[config.mk]
export PLATFORM = sky130hd
export DESIGN_NAME = io_expander_port
export DESIGN_NICKNAME = d
export VERILOG_FILES = /design/src/io_expander_port.v /design/src/irq_latch.v
export VERILOG_INCLUDE_DIRS = /design/src
export SDC_FILE = /design/constraint.sdc
export NUM_CORES = 1
export LEC_CHECK = 0
export BUFFER_PORTS_ARGS = -buffer_cell sky130_fd_sc_hd__buf_2
export CORE_AREA = 2 2 267 137
export DETAILED_ROUTE_END_ITERATION = 16
export DIE_AREA = 0 0 269 139
export PLACE_DENSITY = 0.47
export SLEW_MARGIN = 15
export SYNTH_ARGS = -nofsm -noshare
export SYNTH_HDL_FRONTEND = slang
export SYNTH_SLANG_ARGS = --single-unit
[constraint.sdc]
create_clock -name clk -period 2.4 [get_ports clk]
set_input_delay 0.48 -clock clk [delete_from_list [all_inputs] [get_ports clk]]
set_output_delay 0.48 -clock clk [all_outputs]
set_load 0.02 [all_outputs]
[src/io_expander_consts.vh]
// constants shared by the expander host port and its interrupt logic
`ifndef IO_EXPANDER_CONSTS_VH
`define IO_EXPANDER_CONSTS_VH

// ----------------------------------------------------------------
// register offsets, selected by the command byte
// ----------------------------------------------------------------
`define REG_DIR      8'h03
`define REG_OUT      8'h05
`define REG_HIZ      8'h07
`define REG_DFLT     8'h09
`define REG_PULL_EN  8'h0B
`define REG_PULL_SEL 8'h0D
`define REG_INPUT    8'h0F
`define REG_MASK     8'h11
`define REG_STATUS   8'h13

// ----------------------------------------------------------------
// reset values
// ----------------------------------------------------------------
`define RST_DIR      8'h00
`define RST_OUT      8'h00
`define RST_HIZ      8'hFF
`define RST_DFLT     8'hFF
`define RST_PULL_EN  8'hFF
`define RST_PULL_SEL 8'h00
`define RST_MASK     8'h00
`define RST_STATUS   8'h00
`define RST_CMD      8'h00

// ----------------------------------------------------------------
// bus framing and timing
// ----------------------------------------------------------------
`define ACK_SLOT       4'h8
`define LAST_DATA_BIT  4'h7
`define DEV_ADDR_BASE  6'h10
`define CLK_PERIOD_NS  4
`define IRQ_VALID_DELAY_NS 1000
// longest delay: round down to whole cycles
`define IRQ_VALID_CYC (`IRQ_VALID_DELAY_NS / `CLK_PERIOD_NS)

`endif

[src/io_expander_port.v]
// serial host port, register file and reset pin of the 8-bit expander
`include "io_expander_consts.vh"

// Function
// RULE1 - reset pin low forces all registers and bus state to defaults
// RULE2 - bus accesses take effect only while the reset pin is high
// RULE3 - the controller holds the reset pin low at least the minimum width
// RULE4 - input pin transitions raise the interrupt after the valid delay
// RULE5 - reading status clears the interrupt at the ack or nack rising edge
// RULE6 - after a clear every later input change is signalled again
// RULE7 - status is captured at the rising edge of read address ack
// RULE8 - an event near the capture may show twice but is never lost
// RULE9 - traffic to other targets leaves the interrupt state unchanged
// RULE10 - pins set as outputs never raise an interrupt
// RULE11 - switching output to input may raise a spurious interrupt
// RULE12 - interrupt output is active low open drain, pulling low only
// RULE13 - a write sends address with bit 0 low, then the command byte
// RULE14 - any number of data bytes is accepted in one write
// RULE15 - a read is address, command, restart, address with bit 0 high
// RULE16 - each data byte commits at the rising edge of its ack clock
// RULE17 - a stop may come anytime; bytes done at the last ack stay valid
// RULE18 - the command selection is kept between transactions
// RULE19 - status sets when input leaves its default; must return to rearm
// RULE20 - a masked pin still sets status but does not pull the interrupt
// RULE21 - only the own address is acknowledged; others are ignored
module io_expander_port #(
  parameter WIDTH   = 8,
  parameter DLY_CYC = `IRQ_VALID_CYC
) (
  input  wire             clk,
  input  wire             ce,
  input  wire             sys_rst,
  input  wire             rst_pin_n,
  input  wire             addr_pin,
  input  wire             scl_i,
  input  wire             sda_i,
  output reg              sda_o,
  output reg              sda_oe,
  input  wire [WIDTH-1:0] gpio_i,
  output reg  [WIDTH-1:0] gpio_o,
  output reg  [WIDTH-1:0] gpio_oe,
  output reg  [WIDTH-1:0] pull_en,
  output reg  [WIDTH-1:0] pull_sel,
  output reg              int_o,
  output wire             int_oe
);

  // ----------------------------------------------------------------
  // transfer phases
  // ----------------------------------------------------------------
  localparam PH_IDLE  = 3'h0;
  localparam PH_ADDR  = 3'h1;
  localparam PH_CMD   = 3'h2;
  localparam PH_WDATA = 3'h3;
  localparam PH_RDATA = 3'h4;

  localparam SW = WIDTH + 4;

  // ----------------------------------------------------------------
  // declarations
  // ----------------------------------------------------------------
  reg  [SW-1:0]    sync1_q;
  reg  [SW-1:0]    sync2_q;
  reg              scl_p_q;
  reg              sda_p_q;
  reg  [WIDTH-1:0] dir_q;
  reg  [WIDTH-1:0] out_q;
  reg  [WIDTH-1:0] hiz_q;
  reg  [WIDTH-1:0] dflt_q;
  reg  [WIDTH-1:0] pen_q;
  reg  [WIDTH-1:0] psel_q;
  reg  [WIDTH-1:0] mask_q;
  reg  [7:0]       cmd_q;
  reg  [2:0]       ph_q;
  reg  [3:0]       cnt_q;
  reg  [7:0]       sh_q;
  reg  [7:0]       tx_q;
  reg              rw_q;
  reg              nack_q;
  reg              rd_st_q;
  reg  [WIDTH-1:0] snap_q;
  reg  [WIDTH-1:0] clrb_q;
  reg              clr_q;
  wire [WIDTH-1:0] status;
  wire             rst;
  wire             scl_s;
  wire             sda_s;
  wire             addr_s;
  wire             rstn_s;
  wire [WIDTH-1:0] gpio_s;
  wire             scl_r;
  wire             scl_f;
  wire             start;
  wire             stop;
  wire [6:0]       my_addr;
  wire [WIDTH-1:0] in_stat;

  // ----------------------------------------------------------------
  // pin synchronisers
  // ----------------------------------------------------------------
  // every pin, the bus clock included, is sampled by clk through two
  // stages; only the second stage is looked at
  always @(posedge clk) begin
    if (sys_rst) begin
      sync1_q <= {SW{1'b0}};
      sync2_q <= {SW{1'b0}};
    end else if (ce) begin
      sync1_q <= {rst_pin_n, addr_pin, scl_i, sda_i, gpio_i};
      sync2_q <= sync1_q;
    end
  end

  assign rstn_s = sync2_q[SW-1];
  assign addr_s = sync2_q[SW-2];
  assign scl_s  = sync2_q[SW-3];
  assign sda_s  = sync2_q[SW-4];
  assign gpio_s = sync2_q[WIDTH-1:0];

  // the reset pin acts as a synchronous reset of all block state past the pin synchronisers
  assign rst = sys_rst | ~rstn_s; // RULE1 RULE2

  // ----------------------------------------------------------------
  // bus line history and condition detection
  // ----------------------------------------------------------------
  always @(posedge clk) begin
    if (rst) begin
      scl_p_q <= 1'b1;
      sda_p_q <= 1'b1;
    end else if (ce) begin
      scl_p_q <= scl_s;
      sda_p_q <= sda_s;
    end
  end

  assign scl_r = scl_s & ~scl_p_q;
  assign scl_f = ~scl_s & scl_p_q;
  // start and stop are sda moving while scl stays high
  assign start = scl_s & scl_p_q & sda_p_q & ~sda_s;
  assign stop  = scl_s & scl_p_q & ~sda_p_q & sda_s;

  // low address bit follows the address strap pin
  assign my_addr = {`DEV_ADDR_BASE, addr_s};

  // pins set as outputs read back high in the input register
  assign in_stat = gpio_s | dir_q;

  // ----------------------------------------------------------------
  // register read selection
  // ----------------------------------------------------------------
  function [7:0] rd_mux;
    input [7:0] sel;
    begin
      case (sel)
        `REG_DIR:      rd_mux = dir_q;
        `REG_OUT:      rd_mux = out_q;
        `REG_HIZ:      rd_mux = hiz_q;
        `REG_DFLT:     rd_mux = dflt_q;
        `REG_PULL_EN:  rd_mux = pen_q;
        `REG_PULL_SEL: rd_mux = psel_q;
        `REG_INPUT:    rd_mux = in_stat;
        `REG_MASK:     rd_mux = mask_q;
        `REG_STATUS:   rd_mux = status;
        default:       rd_mux = 8'h00;
      endcase
    end
  endfunction

  // ----------------------------------------------------------------
  // register writes
  // ----------------------------------------------------------------
  // a data byte lands only at the rising edge of its own ack clock,
  // so a stop part way through a byte leaves earlier bytes intact
  wire wr_en = (ph_q == PH_WDATA) & scl_r & (cnt_q == `ACK_SLOT) & ~start & ~stop;

  always @(posedge clk) begin
    if (rst) begin
      dir_q  <= `RST_DIR; // RULE1
      out_q  <= `RST_OUT;
      hiz_q  <= `RST_HIZ;
      dflt_q <= `RST_DFLT;
      pen_q  <= `RST_PULL_EN;
      psel_q <= `RST_PULL_SEL;
      mask_q <= `RST_MASK;
    end else if (ce && wr_en) begin // RULE16 RULE17
      // input and status registers ignore writes
      case (cmd_q)
        `REG_DIR:      dir_q  <= sh_q;
        `REG_OUT:      out_q  <= sh_q;
        `REG_HIZ:      hiz_q  <= sh_q;
        `REG_DFLT:     dflt_q <= sh_q;
        `REG_PULL_EN:  pen_q  <= sh_q;
        `REG_PULL_SEL: psel_q <= sh_q;
        `REG_MASK:     mask_q <= sh_q;
        default:       mask_q <= mask_q;
      endcase
    end
  end

  // ----------------------------------------------------------------
  // port pin outputs, registered
  // ----------------------------------------------------------------
  always @(posedge clk) begin
    if (rst) begin
      gpio_o   <= `RST_OUT;
      gpio_oe  <= {WIDTH{1'b0}};
      pull_en  <= `RST_PULL_EN;
      pull_sel <= `RST_PULL_SEL;
      sda_o    <= 1'b0;
      int_o    <= 1'b0;
    end else if (ce) begin
      gpio_o   <= out_q;
      gpio_oe  <= dir_q & ~hiz_q;
      pull_en  <= pen_q;
      pull_sel <= psel_q;
      sda_o    <= 1'b0;
      int_o    <= 1'b0; // RULE12
    end
  end

  // ----------------------------------------------------------------
  // bus state machine
  // ----------------------------------------------------------------
  // bits are taken on scl rise, sda is changed on scl fall; cnt_q is
  // the bit slot, with slot 8 being the acknowledge
  always @(posedge clk) begin
    if (rst) begin
      ph_q    <= PH_IDLE; // RULE1
      cnt_q   <= 4'h0;
      sh_q    <= 8'h00;
      tx_q    <= 8'h00;
      rw_q    <= 1'b0;
      nack_q  <= 1'b0;
      rd_st_q <= 1'b0;
      cmd_q   <= `RST_CMD;
      snap_q  <= {WIDTH{1'b0}};
      clrb_q  <= {WIDTH{1'b0}};
      clr_q   <= 1'b0;
      sda_oe  <= 1'b0;
    end else if (ce) begin
      clr_q <= 1'b0;
      if (start) begin
        // a repeated start keeps cmd_q, so plain address reads repeat
        ph_q   <= PH_ADDR; // RULE18
        // the clock fall that ends the start wraps this to slot 0, so
        // that fall is not counted as a bit of the address
        cnt_q  <= 4'hF;
        sda_oe <= 1'b0;
      end else if (stop) begin
        ph_q   <= PH_IDLE; // RULE17
        sda_oe <= 1'b0;
      end else if (ph_q != PH_IDLE) begin
        if (scl_r) begin
          if (cnt_q != `ACK_SLOT) begin
            sh_q <= {sh_q[6:0], sda_s};
          end else begin
            case (ph_q)
              PH_ADDR: begin
                if (rw_q) begin
                  // data and status snapshot taken at address ack
                  tx_q    <= rd_mux(cmd_q); // RULE7 RULE15
                  snap_q  <= status;
                  rd_st_q <= (cmd_q == `REG_STATUS);
                end
              end
              PH_CMD: begin
                cmd_q <= sh_q; // RULE13
              end
              PH_RDATA: begin
                nack_q <= sda_s;
                // only bits that were read out are cleared, so an event
                // after the capture survives into the next read
                if (rd_st_q) begin
                  clr_q  <= 1'b1; // RULE5 RULE8
                  clrb_q <= snap_q;
                end
                if (!sda_s) begin
                  tx_q   <= rd_mux(cmd_q);
                  snap_q <= status;
                end
              end
              default: begin
                nack_q <= nack_q;
              end
            endcase
          end
        end else if (scl_f) begin
          if (cnt_q != `ACK_SLOT) begin
            cnt_q <= cnt_q + 4'h1;
            if (cnt_q == `LAST_DATA_BIT) begin
              case (ph_q)
                PH_ADDR: begin
                  if (sh_q[7:1] == my_addr) begin
                    sda_oe <= 1'b1; // RULE21
                    rw_q   <= sh_q[0]; // RULE13 RULE15
                  end else begin
                    // foreign target: drop out until the next start
                    ph_q <= PH_IDLE; // RULE9 RULE21
                  end
                end
                PH_CMD: begin
                  sda_oe <= 1'b1;
                end
                PH_WDATA: begin
                  sda_oe <= 1'b1; // RULE14
                end
                PH_RDATA: begin
                  sda_oe <= 1'b0;
                end
                default: begin
                  sda_oe <= 1'b0;
                end
              endcase
            end else if (ph_q == PH_RDATA) begin
              // shift out the next bit, open drain: drive only zeros
              tx_q   <= {tx_q[6:0], 1'b0};
              sda_oe <= ~tx_q[6];
            end
          end else begin
            cnt_q  <= 4'h0;
            sda_oe <= 1'b0;
            case (ph_q)
              PH_ADDR: begin
                if (rw_q) begin
                  ph_q   <= PH_RDATA;
                  sda_oe <= ~tx_q[7];
                end else begin
                  ph_q <= PH_CMD;
                end
              end
              PH_CMD: begin
                // no limit on the data bytes that follow
                ph_q <= PH_WDATA; // RULE14
              end
              PH_RDATA: begin
                if (nack_q) begin
                  ph_q <= PH_IDLE;
                end else begin
                  sda_oe <= ~tx_q[7];
                end
              end
              default: begin
                ph_q <= ph_q;
              end
            endcase
          end
        end
      end
    end
  end

  // ----------------------------------------------------------------
  // interrupt latch
  // ----------------------------------------------------------------
  // the latch sees only pin levels, this port's registers and its clear, so
  // traffic for other targets cannot reach it
  irq_latch #(
    .WIDTH   (WIDTH),
    .DLY_CYC (DLY_CYC)
  ) u_irq (
    .clk      (clk),
    .ce       (ce),
    .rst      (rst),
    .pin_in   (gpio_s),
    .dir_out  (dir_q),
    .dflt     (dflt_q),
    .mask     (mask_q),
    .clr      (clr_q),
    .clr_bits (clrb_q),
    .status_q (status),
    .int_oe_q (int_oe)
  );

endmodule // io_expander_port

[src/irq_latch.v]
// latched interrupt status and open-drain request for the expander port
`include "io_expander_consts.vh"

module irq_latch #(
  parameter WIDTH   = 8,
  parameter DLY_CYC = `IRQ_VALID_CYC
) (
  input  wire             clk,
  input  wire             ce,
  input  wire             rst,
  input  wire [WIDTH-1:0] pin_in,
  input  wire [WIDTH-1:0] dir_out,
  input  wire [WIDTH-1:0] dflt,
  input  wire [WIDTH-1:0] mask,
  input  wire             clr,
  input  wire [WIDTH-1:0] clr_bits,
  output reg  [WIDTH-1:0] status_q,
  output reg              int_oe_q
);

  reg  [WIDTH-1:0] armed_q;
  reg  [15:0]      dly_q;
  wire [WIDTH-1:0] is_in  = ~dir_out;
  wire [WIDTH-1:0] off    = pin_in ^ dflt;
  // output pins never set a bit; a bit re-arms at the default level or while set as an output
  wire [WIDTH-1:0] set    = armed_q & is_in & off; // RULE4 RULE10 RULE19
  wire             pend   = |(status_q & ~mask & is_in); // RULE20

  // ----------------------------------------------------------------
  // sticky status: a set in the clearing cycle wins over the clear
  // ----------------------------------------------------------------
  always @(posedge clk) begin
    if (rst) begin
      status_q <= `RST_STATUS;
      armed_q  <= {WIDTH{1'b0}};
    end else if (ce) begin
      status_q <= (status_q & ~(clr ? clr_bits : {WIDTH{1'b0}})) | set; // RULE5 RULE8
      armed_q  <= (armed_q & ~set) | (is_in & ~off) | dir_out; // RULE6 RULE11
    end
  end

  // ----------------------------------------------------------------
  // request goes valid a fixed delay after it becomes pending
  // ----------------------------------------------------------------
  always @(posedge clk) begin
    if (rst) begin
      dly_q    <= 16'h0000;
      int_oe_q <= 1'b0;
    end else if (ce) begin
      if (!pend) begin
        dly_q    <= 16'h0000;
        int_oe_q <= 1'b0;
      end else if (dly_q < DLY_CYC[15:0] - 16'h0001) begin
        dly_q    <= dly_q + 16'h0001;
      end else begin
        int_oe_q <= 1'b1; // RULE4 RULE12
      end
    end
  end

endmodule // irq_latch
Word level (Yosys, flattened, before mapping)
Cells that the tools add are included.
Word-level totals
  bits in registers: 199
  bits in latches: 0
  bits in writable memories: 0
  bits in read-only memories: 0
  bits of input ports: 15
  output and inout port bits: 36
  logic and storage cells: 199
  memories: 0
Operators by class
  $add $sub $neg: 2
  $mul: 0
  divide/modulo/power cells: 0
  magnitude comparators: 1
  equality and inequality tests: 34
  shifts and indexed selects: 0
  mux-type cells: 56
  bitwise logic cells: 42
  reduce and logical (&&, ||, !) cells: 33
Operators with widths (number)
  two-way mux 8 bit: 11
  one-hot mux 8 bit (9 select lines): 1
  bitwise AND 8 bit: 8
  NOT 8 bit: 6
  two-way mux 3 bit: 11
  == test 8 x 4 -> 1 bit (second input constant): 4
  two-way mux 16 bit: 2
  bitwise OR 8 bit: 4
  one-hot mux 8 bit (2 select lines): 2
  two-way mux 4 bit: 6
  two-way mux 1 bit: 20
  AND reduction 2 bit: 9
  AND reduction 9 bit: 2
  adder 16 x 1 -> 16 bit (second input constant): 1
  == test 8 x 3 -> 1 bit (second input constant): 2
  == test 8 x 5 -> 1 bit (second input constant): 2
  < comparator 16 x 8 -> 1 bit (second input constant): 1
  AND reduction 8 bit: 2
  != test 2 bit (second input constant): 7
  AND reduction 7 bit: 2
  AND reduction 12 bit: 1
  AND reduction 6 bit: 2
  nonzero test 2 bit: 6
  bitwise AND 1 bit: 11
  28 further kinds: 45

Depth between registers and ports, before layout
Gate-level depths: netlist (run 1).
  word-level depth: 10
  gate-level depth with buffers: 10
  gate-level depth less buffers: 8

Cells and area by module
Synthesis (run 1) repeated with hierarchy kept, for this count alone.
Unflattened totals
  cell total of the unflattened synthesis: 980
  area, all modules: 8987.4 sq um
Modules (own cells, without submodules)
  io_expander_port: instances 1, cells an instance 802, area an instance 7450.9 sq um, seq. area each 3323.2 sq um
  irq_latch: instances 1, cells an instance 178, area an instance 1536.5 sq um, seq. area each 660.6 sq um

Worst setup path before layout (run 1)
No wires, ideal clock.
  path kind: reg-to-reg
  start: register cmd_q[5]
  end: register dflt_q[0]
  setup time: 0.137 ns
  data arrival time: 2.338 ns
  required time: 2.263 ns
  slack: -0.075 ns
  cell stages (with the launch flop): 9
  buffers on the path: 2
  clock period less this slack: 2.475 ns
  cells stage by stage: dfxtp_1 > or4b_1 > clkbuf_1 > or3_1 > buf_2 > nor4_4 > nand2_1 > nand2_1 > nand3_1
Between the ends
  longest elaborated chain between the ends: 2
Ends and longest elaborated chain
  start: declaration: line io_expander_port.v:73  | reg [7:0] cmd_q;
  start signal: assignment: line io_expander_port.v:234  | cmd_q <= `RST_CMD;
  start signal: assignment: line io_expander_port.v:266  | cmd_q <= sh_q;
  == test 8 x 4 -> 1 bit: line io_expander_port.v:186  | case (cmd_q)
  AND reduction 2 bit (no line)
  end signal: assignment: line io_expander_port.v:180  | dflt_q <= `RST_DFLT;
  end signal: assignment: line io_expander_port.v:190  | `REG_DFLT: dflt_q <= sh_q;
  end: declaration: line io_expander_port.v:69  | reg [WIDTH-1:0] dflt_q;
No other way between the ends.
A chain may end at the register's enable or synchronous reset.

Worst setup path in the final report (run 1)
  start: register sh_q[3]
  end: register ph_q[2]
Between the ends
  longest elaborated chain between the ends: 3
Ends and longest elaborated chain
  start: declaration: line io_expander_port.v:76  | reg [7:0] sh_q;
  start signal: assignment: line io_expander_port.v:254  | sh_q <= {sh_q[6:0], sda_s};
  == test 7 x 6 -> 1 bit: line io_expander_port.v:292  | if (sh_q[7:1] == my_addr) begin
  != test 4 bit (no line)
  AND reduction 9 bit (no line)
  end signal: assignment: line io_expander_port.v:342  | ph_q <= ph_q;
  end: declaration: line io_expander_port.v:74  | reg [2:0] ph_q;
No other way between the ends.

==> flow_metrics.tcl, run 1 <==
set metrics [dict create \
    peakVddDrop_mv 0.325 \
    end_kind "flip-flop" \
    ys_seq_elements 199 \
    met2_length_um 9460 \
    dpl.hpwl_um 21800 \
    cts_buffers 17 \
    finalPower_mw 6.56 \
    synth_edf_count 0 \
    grt_antenna_before_repair 0 \
    io_buffers 48 \
    ys_types 59 \
    max_flop_register "u_irq.dly_q" \
    finalSetupViolations 0 \
    cts_buffer_depth 2 \
    synthArstFlopShare_pct 0 \
    insertion_delay_ns 0.45 \
    yosysWarnings 0 \
    yosys.area.top_type "dfxtp_1" \
    die-height_um 139 \
    grt_max_degree 85 \
    worstSetupPathType "flip-flop to flip-flop" \
    synth_area_leaders "dfxtp_1, mux2i_1, nor2_1" \
    fin_crit_sh_pct 95.6 \
    path_clk_slew_ns 0.08 \
    area_growth_pct 21.8 \
    hp-class "primary input to flip-flop" \
    grt_pass1_vias 6862 \
    synth_flop_cell "dfxtp_1" \
    synth_top_area_share_pct 45.9 \
    syn_inst 1009 \
    first_pass_iters 5 \
    r2r_cells 7 \
    vias_per_cell 4.82 \
    grt_usage_pct 16.0 \
    cts_tree "yes" \
    outcome "completed" \
    cts_root_buf "clkbuf_16" \
    h-tree-depth 4 \
    power_density_nw_per_um2 621 \
    worstPathArrival_ns 2.62 \
    drc 0 \
    cp_max_fo 5 \
    critPathRequiredTime_ns 2.72 \
    hold_viol_final 0 \
    first_iter_violations 774 \
    ioPinCount 51 \
    max_cap_viol_count 0 \
    synth.cell_area_um2 8670 \
    start_kind "flip-flop" \
    wl_um 29700 \
    relSlewSlack_pct 33.3 \
    grt_pass1_wl_um 44500 \
    antenna_cells 0 \
    cts.sinks 199 \
    fin_worst_skew_ns 0.0163 \
    drv_slew 0 \
    drive_above_1_share_pct 16.6 \
    final_nets 1100 \
    worstMarginPinSlew_ns 0.995 \
    avgRoutedWirePerCell_um 18.9 \
    fmax_ghz 0.436 \
    rsz0062_at_grt "no" \
    top_layer "met4" \
    start_util_pct 24.6 \
    vias 7585 \
    p_leak_nw 3.96 \
    final_cell_mix "dfxtp_1, nor2_1, mux2i_1, nand2_1, nand3_1" \
    syn_avg_cell_area_um2 8.60 \
    period_needed_ns 2.29 \
    overflow 0 \
    die-area_um2 37400 \
    reg_top3 "u_irq.dly_q: 16 flops, sync1_q: 12 flops, sync2_q: 12 flops" \
    gp_congestion 0.965 \
    drt-met1-wl_um 16800 \
    wl_met3_um 3210 \
    hold_slack_ns 0.269 \
    final_common_cell "dfxtp_1" \
    antenna_left 0 \
    die_w_um 269 \
    rows 49 \
    synth_seq_area_share_pct 45.9 \
    hold_buffers 0 \
    largest_reg_flops 16 \
    fp.coreArea_um2 35300 \
    whs_path_depth 3 \
]
==> layer usage <==
metal / vias up / GRT usage (%)
met3: 17 / 6.20
met4: 0 / 3.22
met1: 3645 / 27.6
met5: - / 0
met2: 287 / 16.8
li1: 3636 / -
==> per-stage QoR <==
step                      setup TNS, ns  worst slack, ns  utilization, %  instance area [um2]  instances
final                                 0            0.105            30.0                10600       1575
after detailed placement       -0.00405         -0.00405            28.1                 9910       1541
after CTS                             0          0.00485            29.8                10500       1573
after global placement          -0.0328          -0.0328            28.1                 9910       1541
after global routing                  0          0.00534            30.0                10600       1575
after floorplan                  -0.698          -0.0416               -                 8690       1010
==> cell type report <==
type                       instances  area [um2]
clock buffer                      17         425
clock inverter                    15         183
fill                            3745       24700
inverter                          19        71.3
multi-input combinational        717        4380
sequential                       199        3980
tap                              484         606
timing repair buffer             124         921
==> kinds of logic (layout without fill, tap and decap cells) <==
logic type / after synthesis / count (layout) / synth area share (%)
DFF: 199 / 199 / 45.9
other: 1 / 2 / 0.0432
and+or+nand+nor: 431 / 431 / 23.4
muxes: 107 / 107 / 12.4
adders and majority gates: 7 / 7 / 1.01
buffers and inverters: 94 / 175 / 4.18
AOI/OAI and AO/OA: 154 / 154 / 11.4
xor gates and xnor gates: 16 / 16 / 1.62
==> synthesized netlist by cell type (all sizes together), types with 14 or more instances <==
library cell and instances:
dfxtp 199, nor2 156, mux2i 103, nand2 96, nand3 72, clkbuf 64
a21oi 48, o21ai 35, and2 19, inv 19, nor3 19, a22oi 14
nor2b 14, xnor2 14
==> repair_timing <==
item                                    4_1_cts  5_1_grt
setup buffers                                 0        2
resized for setup                             0        8
endpoints found under the setup margin        0       54
endpoints found under the hold margin         0        0
==> path summary, 6_finish.rpt <==
check | from | to | slack, ns
min | rst_pin_n | sync1_q[11] | 0.27
max | sh_q[3] | ph_q[2] | 0.11
max reg2reg | sh_q[3] | ph_q[2] | 0.11
min reg2reg | u_irq.dly_q[14] | u_irq.dly_q[14] | 0.46
==> where the power goes <==
part / switching (mW) / internal [mW]
Sequential: 0.0214 / 3.32
Clock: 1.45 / 1.59
Combinational: 0.111 / 0.0691
==> critical path, stage by stage, from the launching register on <==
cell and delay (ns):
dfxtp_1 0.31, or4b_2 0.67, nor4_2 0.32, buf_4 0.21, nor2b_1 0.05, o311a_1 0.38
mux2i_1 0.17, nor2_1 0.05
No activity file was read; power rests on OpenSTA's default activity.
==> inputs of run 2 (changes only) <==
CTS_BUF_LIST = sky130_fd_sc_hd__clkbuf_4 sky130_fd_sc_hd__clkbuf_8 sky130_fd_sc_hd__clkbuf_16   (was default)
RECOVER_POWER = 25   (was default)
SKIP_CTS_REPAIR_TIMING = 1   (was default)
==> run 2 against run 1 <==
The flow now finishes with violations (max-capacitance violations, max-slew violations); sequential share of layout area is 0.11 points higher; clock skew shrank 0.00088 ns; die area unchanged; wire length is essentially flat; global-route usage did not move; worst hold slack gained 0.0010 ns; clock-buffer cell count is the same; combinational power about the same; first-iteration DRC count down 1.4%; cell area fell by 0.28%; critical path depth stayed put; cell count stayed put; critical path type unchanged; largest cell class unchanged.
==> flow_metrics.tcl, run 2 (synthesized netlist as in run 1, its figures left out) <==
set metrics [dict create \
    outcome "finished with violations" \
    violations "max-capacitance violations, max-slew violations" \
    antenna_left 0 \
    dpl.hpwl_um 21800 \
    first_pass_iters 5 \
    path_clk_slew_ns 0.08 \
    fmax_ghz 0.436 \
    cp_max_fo 5 \
    reg_top3 "u_irq.dly_q: 16 flops, sync1_q: 12 flops, sync2_q: 12 flops" \
    cts_buffer_depth 2 \
    gp_congestion 0.965 \
    max_cap_viol_count 1 \
    vias 7570 \
    final_nets 1100 \
    critPathRequiredTime_ns 2.72 \
    drv_slew 53 \
    antenna_cells 0 \
    largest_reg_flops 16 \
    overflow 0 \
    avgRoutedWirePerCell_um 18.9 \
    die-area_um2 37400 \
    grt_pass1_wl_um 44500 \
    die-height_um 139 \
    hp-class "primary input to flip-flop" \
    end_kind "flip-flop" \
    ioPinCount 51 \
    p_leak_nw 3.92 \
    hold_viol_final 0 \
    io_buffers 48 \
    nFillCells 3756 \
    rows 49 \
    period_needed_ns 2.29 \
    drc 0 \
    final_common_cell "dfxtp_1" \
    relSlewSlack_pct -10.9 \
    drive_above_1_share_pct 15.5 \
    grt_max_degree 85 \
    grt_pass1_vias 6862 \
    fp.coreArea_um2 35300 \
    fin_crit_sh_pct 95.5 \
    worstSetupPathType "flip-flop to flip-flop" \
    worstPathArrival_ns 2.61 \
    cts_buffers 17 \
    vias_per_cell 4.81 \
    power_density_nw_per_um2 622 \
    area_growth_pct 21.5 \
    start_util_pct 24.6 \
    finalSetupViolations 0 \
    first_iter_violations 763 \
    cts_tree "yes" \
    worstMarginPinSlew_ns 1.66 \
    cts_root_buf "clkbuf_16" \
    max_flop_register "u_irq.dly_q" \
    cts.sinks 199 \
    h-tree-depth 4 \
    wl_um 29700 \
    finalPower_mw 6.56 \
    die_w_um 269 \
    start_kind "flip-flop" \
    fin_util_pct 29.9 \
    peakVddDrop_mv 0.325 \
    rsz0062_at_grt "no" \
    grt_antenna_before_repair 0 \
    final_cell_mix "dfxtp_1, nor2_1, mux2i_1, nand2_1, nand3_1" \
    fin_worst_skew_ns 0.0154 \
    grt_usage_pct 16.0 \
    insertion_delay_ns 0.45 \
]
[run 2: path summary, 6_finish.rpt]
path | start | end | slack, ns | depth (start not counted)
setup / recovery | sh_q[3] | ph_q[2] | 0.11 | 7
hold / removal | rst_pin_n | sync1_q[11] | 0.27 | 3
setup reg to reg | sh_q[3] | ph_q[2] | 0.11 | 7
hold reg to reg | u_irq.dly_q[14] | u_irq.dly_q[14] | 0.46 | 1
[run 2: routing by layer]
metal  vias up  part of all wire, %  GRT usage, %  wire length (um)
met5         -                    0             0                 0
met2       262                   32          16.8              9410
met1      3656                   57          27.6             17000
met3        17                   10          6.20              3070
met4         0                 0.85          3.22               252
li1       3635                    -             -                 -
[run 2: per-stage QoR]
| step | hold slack (ns) | worst slack (ns) | cells | instance area [um2] | setup TNS (ns) |
|---|---|---|---|---|---|
| finish | 0.270 | 0.107 | 1575 | 10500 | 0 |
| floorplan | 0.430 | -0.0416 | 1010 | 8690 | -0.698 |
| CTS | 0.249 | 0.00485 | 1573 | 10500 | 0 |
| global route | 0.273 | 0.00534 | 1575 | 10500 | 0 |
| detailed placement | 0.447 | -0.00405 | 1541 | 9910 | -0.00405 |
| global placement | 0.445 | -0.0328 | 1541 | 9910 | -0.0328 |
[run 2: final cells by class]
type	instances	area, um2	area share [%]
Clock buffer	17	425	4.04
Inverter	19	71.3	0.677
Timing Repair Buffer	124	906	8.60
Sequential cell	199	3980	37.8
Multi-Input combinational cell	717	4360	41.4
Tap cell	484	606	5.75
Clock inverter	15	183	1.73
[run 2: power by group]
group          leakage (nW)  internal [mW]  switching [mW]
registers              1.61           3.32          0.0211
clock network         0.296           1.59            1.45
logic                  2.01         0.0702           0.110
total                  3.92           4.98            1.58
[run 2: worst max-delay path, cell delays in order (launching register included)]
cell	delay [ns]
dfxtp_1	0.31
or4b_2	0.67
nor4_2	0.32
buf_4	0.21
nor2b_1	0.05
o311a_1	0.37
mux2i_1	0.17
nor2_1	0.05
==> inputs of run 3 (changes only) <==
PLACE_DENSITY = 0.45   (was 0.47)
==> run 3 against run 2 <==
Largest cell class unchanged; critical path depth unchanged; the run now ends clean; die area unchanged; largest power group unchanged; wire length decreased by 1.5%.
==> flow_metrics.tcl, run 3 (synthesized netlist as in run 1, its figures left out) <==
set metrics [dict create \
    outcome "completed" \
    vias 7542 \
    die_w_um 269 \
    cts_root_buf "clkbuf_16" \
    fin_area_um2 10500 \
    fin_crit_sh_pct 96.2 \
    final_nets 1103 \
    power_density_nw_per_um2 612 \
    die-area_um2 37400 \
    gp_congestion 0.908 \
    end_kind "flip-flop" \
    insertion_delay_ns 0.46 \
    io_buffers 48 \
    fp.coreArea_um2 35300 \
    layout_setup_ws_ns 0.0900 \
    overflow 0 \
    start_kind "flip-flop" \
    path_cells "or4b_4 > or3_4 > nor4_4 > buf_12 > nand3_4 > mux2i_1 > nor2_1" \
    finalSetupViolations 0 \
    area_growth_pct 21.0 \
    p_sw_share_pct 24.4 \
    cts_buffer_depth 2 \
    drv_slew 0 \
    worstMarginPinSlew_ns 1.15 \
    reg_top3 "u_irq.dly_q: 16 flops, sync1_q: 12 flops, sync2_q: 12 flops" \
    grt_pass1_vias 6737 \
    relSlewSlack_pct 23.1 \
    cp_slowest_cell "or4b_4" \
    drive_above_1_share_pct 14.2 \
    antenna_cells 0 \
    dpl.hpwl_um 21400 \
    grt_usage_pct 16.0 \
    p_int_mw 4.86 \
    cts.sinks 199 \
    p_leak_nw 3.87 \
    critical_path.top_delay_family "simple AND/OR/NAND/NOR gates" \
    comb_power_share_pct 2.8 \
    hold_viol_final 0 \
    first_iter_violations 837 \
    p_clk_share_pct 45.2 \
    dpl_worst_slack_ns 0.0172 \
    die-height_um 139 \
    start_util_pct 24.6 \
    cp_max_fo 10 \
    slowest_delay_ns 0.57 \
    max_flop_register "u_irq.dly_q" \
    avgRoutedWirePerCell_um 18.6 \
    first_pass_iters 5 \
    vias_per_cell 4.78 \
    grt_antenna_before_repair 0 \
    p_seq_share_pct 52.0 \
    antenna_left 0 \
    worstPathArrival_ns 2.64 \
    grt_pass1_wl_um 44200 \
    drc 0 \
    placed_cell_area_um2 9910 \
    grt_max_degree 107 \
    max_cap_viol_count 0 \
    p_sw_mw 1.57 \
    hp-class "primary input to flip-flop" \
    h-tree-depth 4 \
    fin_worst_skew_ns 0.0147 \
    ioPinCount 51 \
    path_clk_slew_ns 0.08 \
    cts_tree "yes" \
    period_needed_ns 2.31 \
    final_common_cell "dfxtp_1" \
    critical_path_buf_inv_count 1 \
    wl_um 29300 \
    fmax_ghz 0.433 \
    rows 49 \
    worstSetupPathType "flip-flop to flip-flop" \
    peakVddDrop_mv 0.449 \
    largest_reg_flops 16 \
    critPathRequiredTime_ns 2.73 \
    cts_buffers 17 \
    final_cell_mix "dfxtp_1, nor2_1, mux2i_1, nand2_1, nand3_1" \
]
[run 3: cell types whose count changed in the layout (fill, tap and decap cells not counted), moves of 2 or more]
cell	change
buf_4	+2
clkinv_2	+2
buf_2	-16
clkbuf_1	+18
buf_6	-2
inv_8	-5
inv_6	+5
[run 3: final cells by class]
type | instances | area [um2]
clock inverters | 14 | 134
multi-input cells | 717 | 4370
inverters | 19 | 71.3
well taps | 484 | 606
clock buffers | 18 | 433
flip-flops and latches | 199 | 3990
fillers | 3761 | 24800
repair buffers | 127 | 891
[run 3: power groups by stage]
stage	clock network, mW	registers [mW]	logic (mW)
after floorplan	0	3.41	0.115
after global placement	0	3.42	0.178
after detailed placement	0	3.42	0.179
after CTS	2.99	3.34	0.180
after global routing	3.13	3.34	0.195
final	2.90	3.34	0.177
[run 3: per-layer routing]
metal | GRT usage [%] | vias up | share of wire, %
li1 | - | 3641 | -
met1 | 26.9 | 3615 | 55
met2 | 17.6 | 270 | 33
met3 | 6.11 | 16 | 11
met4 | 3.33 | 0 | 0.72
met5 | 0 | - | 0
[run 3: worst reg2reg max path, stage by stage, from the launching register on]
cell and delay (ns):
dfxtp_1 0.33, or4b_4 0.57, or3_4 0.37, nor4_4 0.31, buf_12 0.17, nand3_4 0.17
mux2i_1 0.21, nor2_1 0.05
[run 3: path summary, 6_finish.rpt]
path	startpoint	to	slack (ns)	depth (start not counted)
setup / recovery	cmd_q[5]	psel_q[2]	0.09	7
hold / removal	gpio_i[4]	sync1_q[4]	0.25	3
setup reg to reg	cmd_q[5]	psel_q[2]	0.09	7
hold reg to reg	gpio_oe[7]	gpio_oe[7]	0.46	2
[run 3: through the flow]
step           power, mW  instances  setup TNS (ns)  util (%)  hold slack, ns
6_report            6.42       1578               0      29.8           0.253
5_1_grt             6.67       1578        -0.00189      29.8           0.241
4_1_cts             6.51       1573        -0.00154      29.7           0.229
3_5_place_dp        3.60       1541               0      28.1           0.446
3_3_place_gp        3.60       1541               0      28.1           0.445
2_1_floorplan       3.52       1010          -0.698         -           0.430
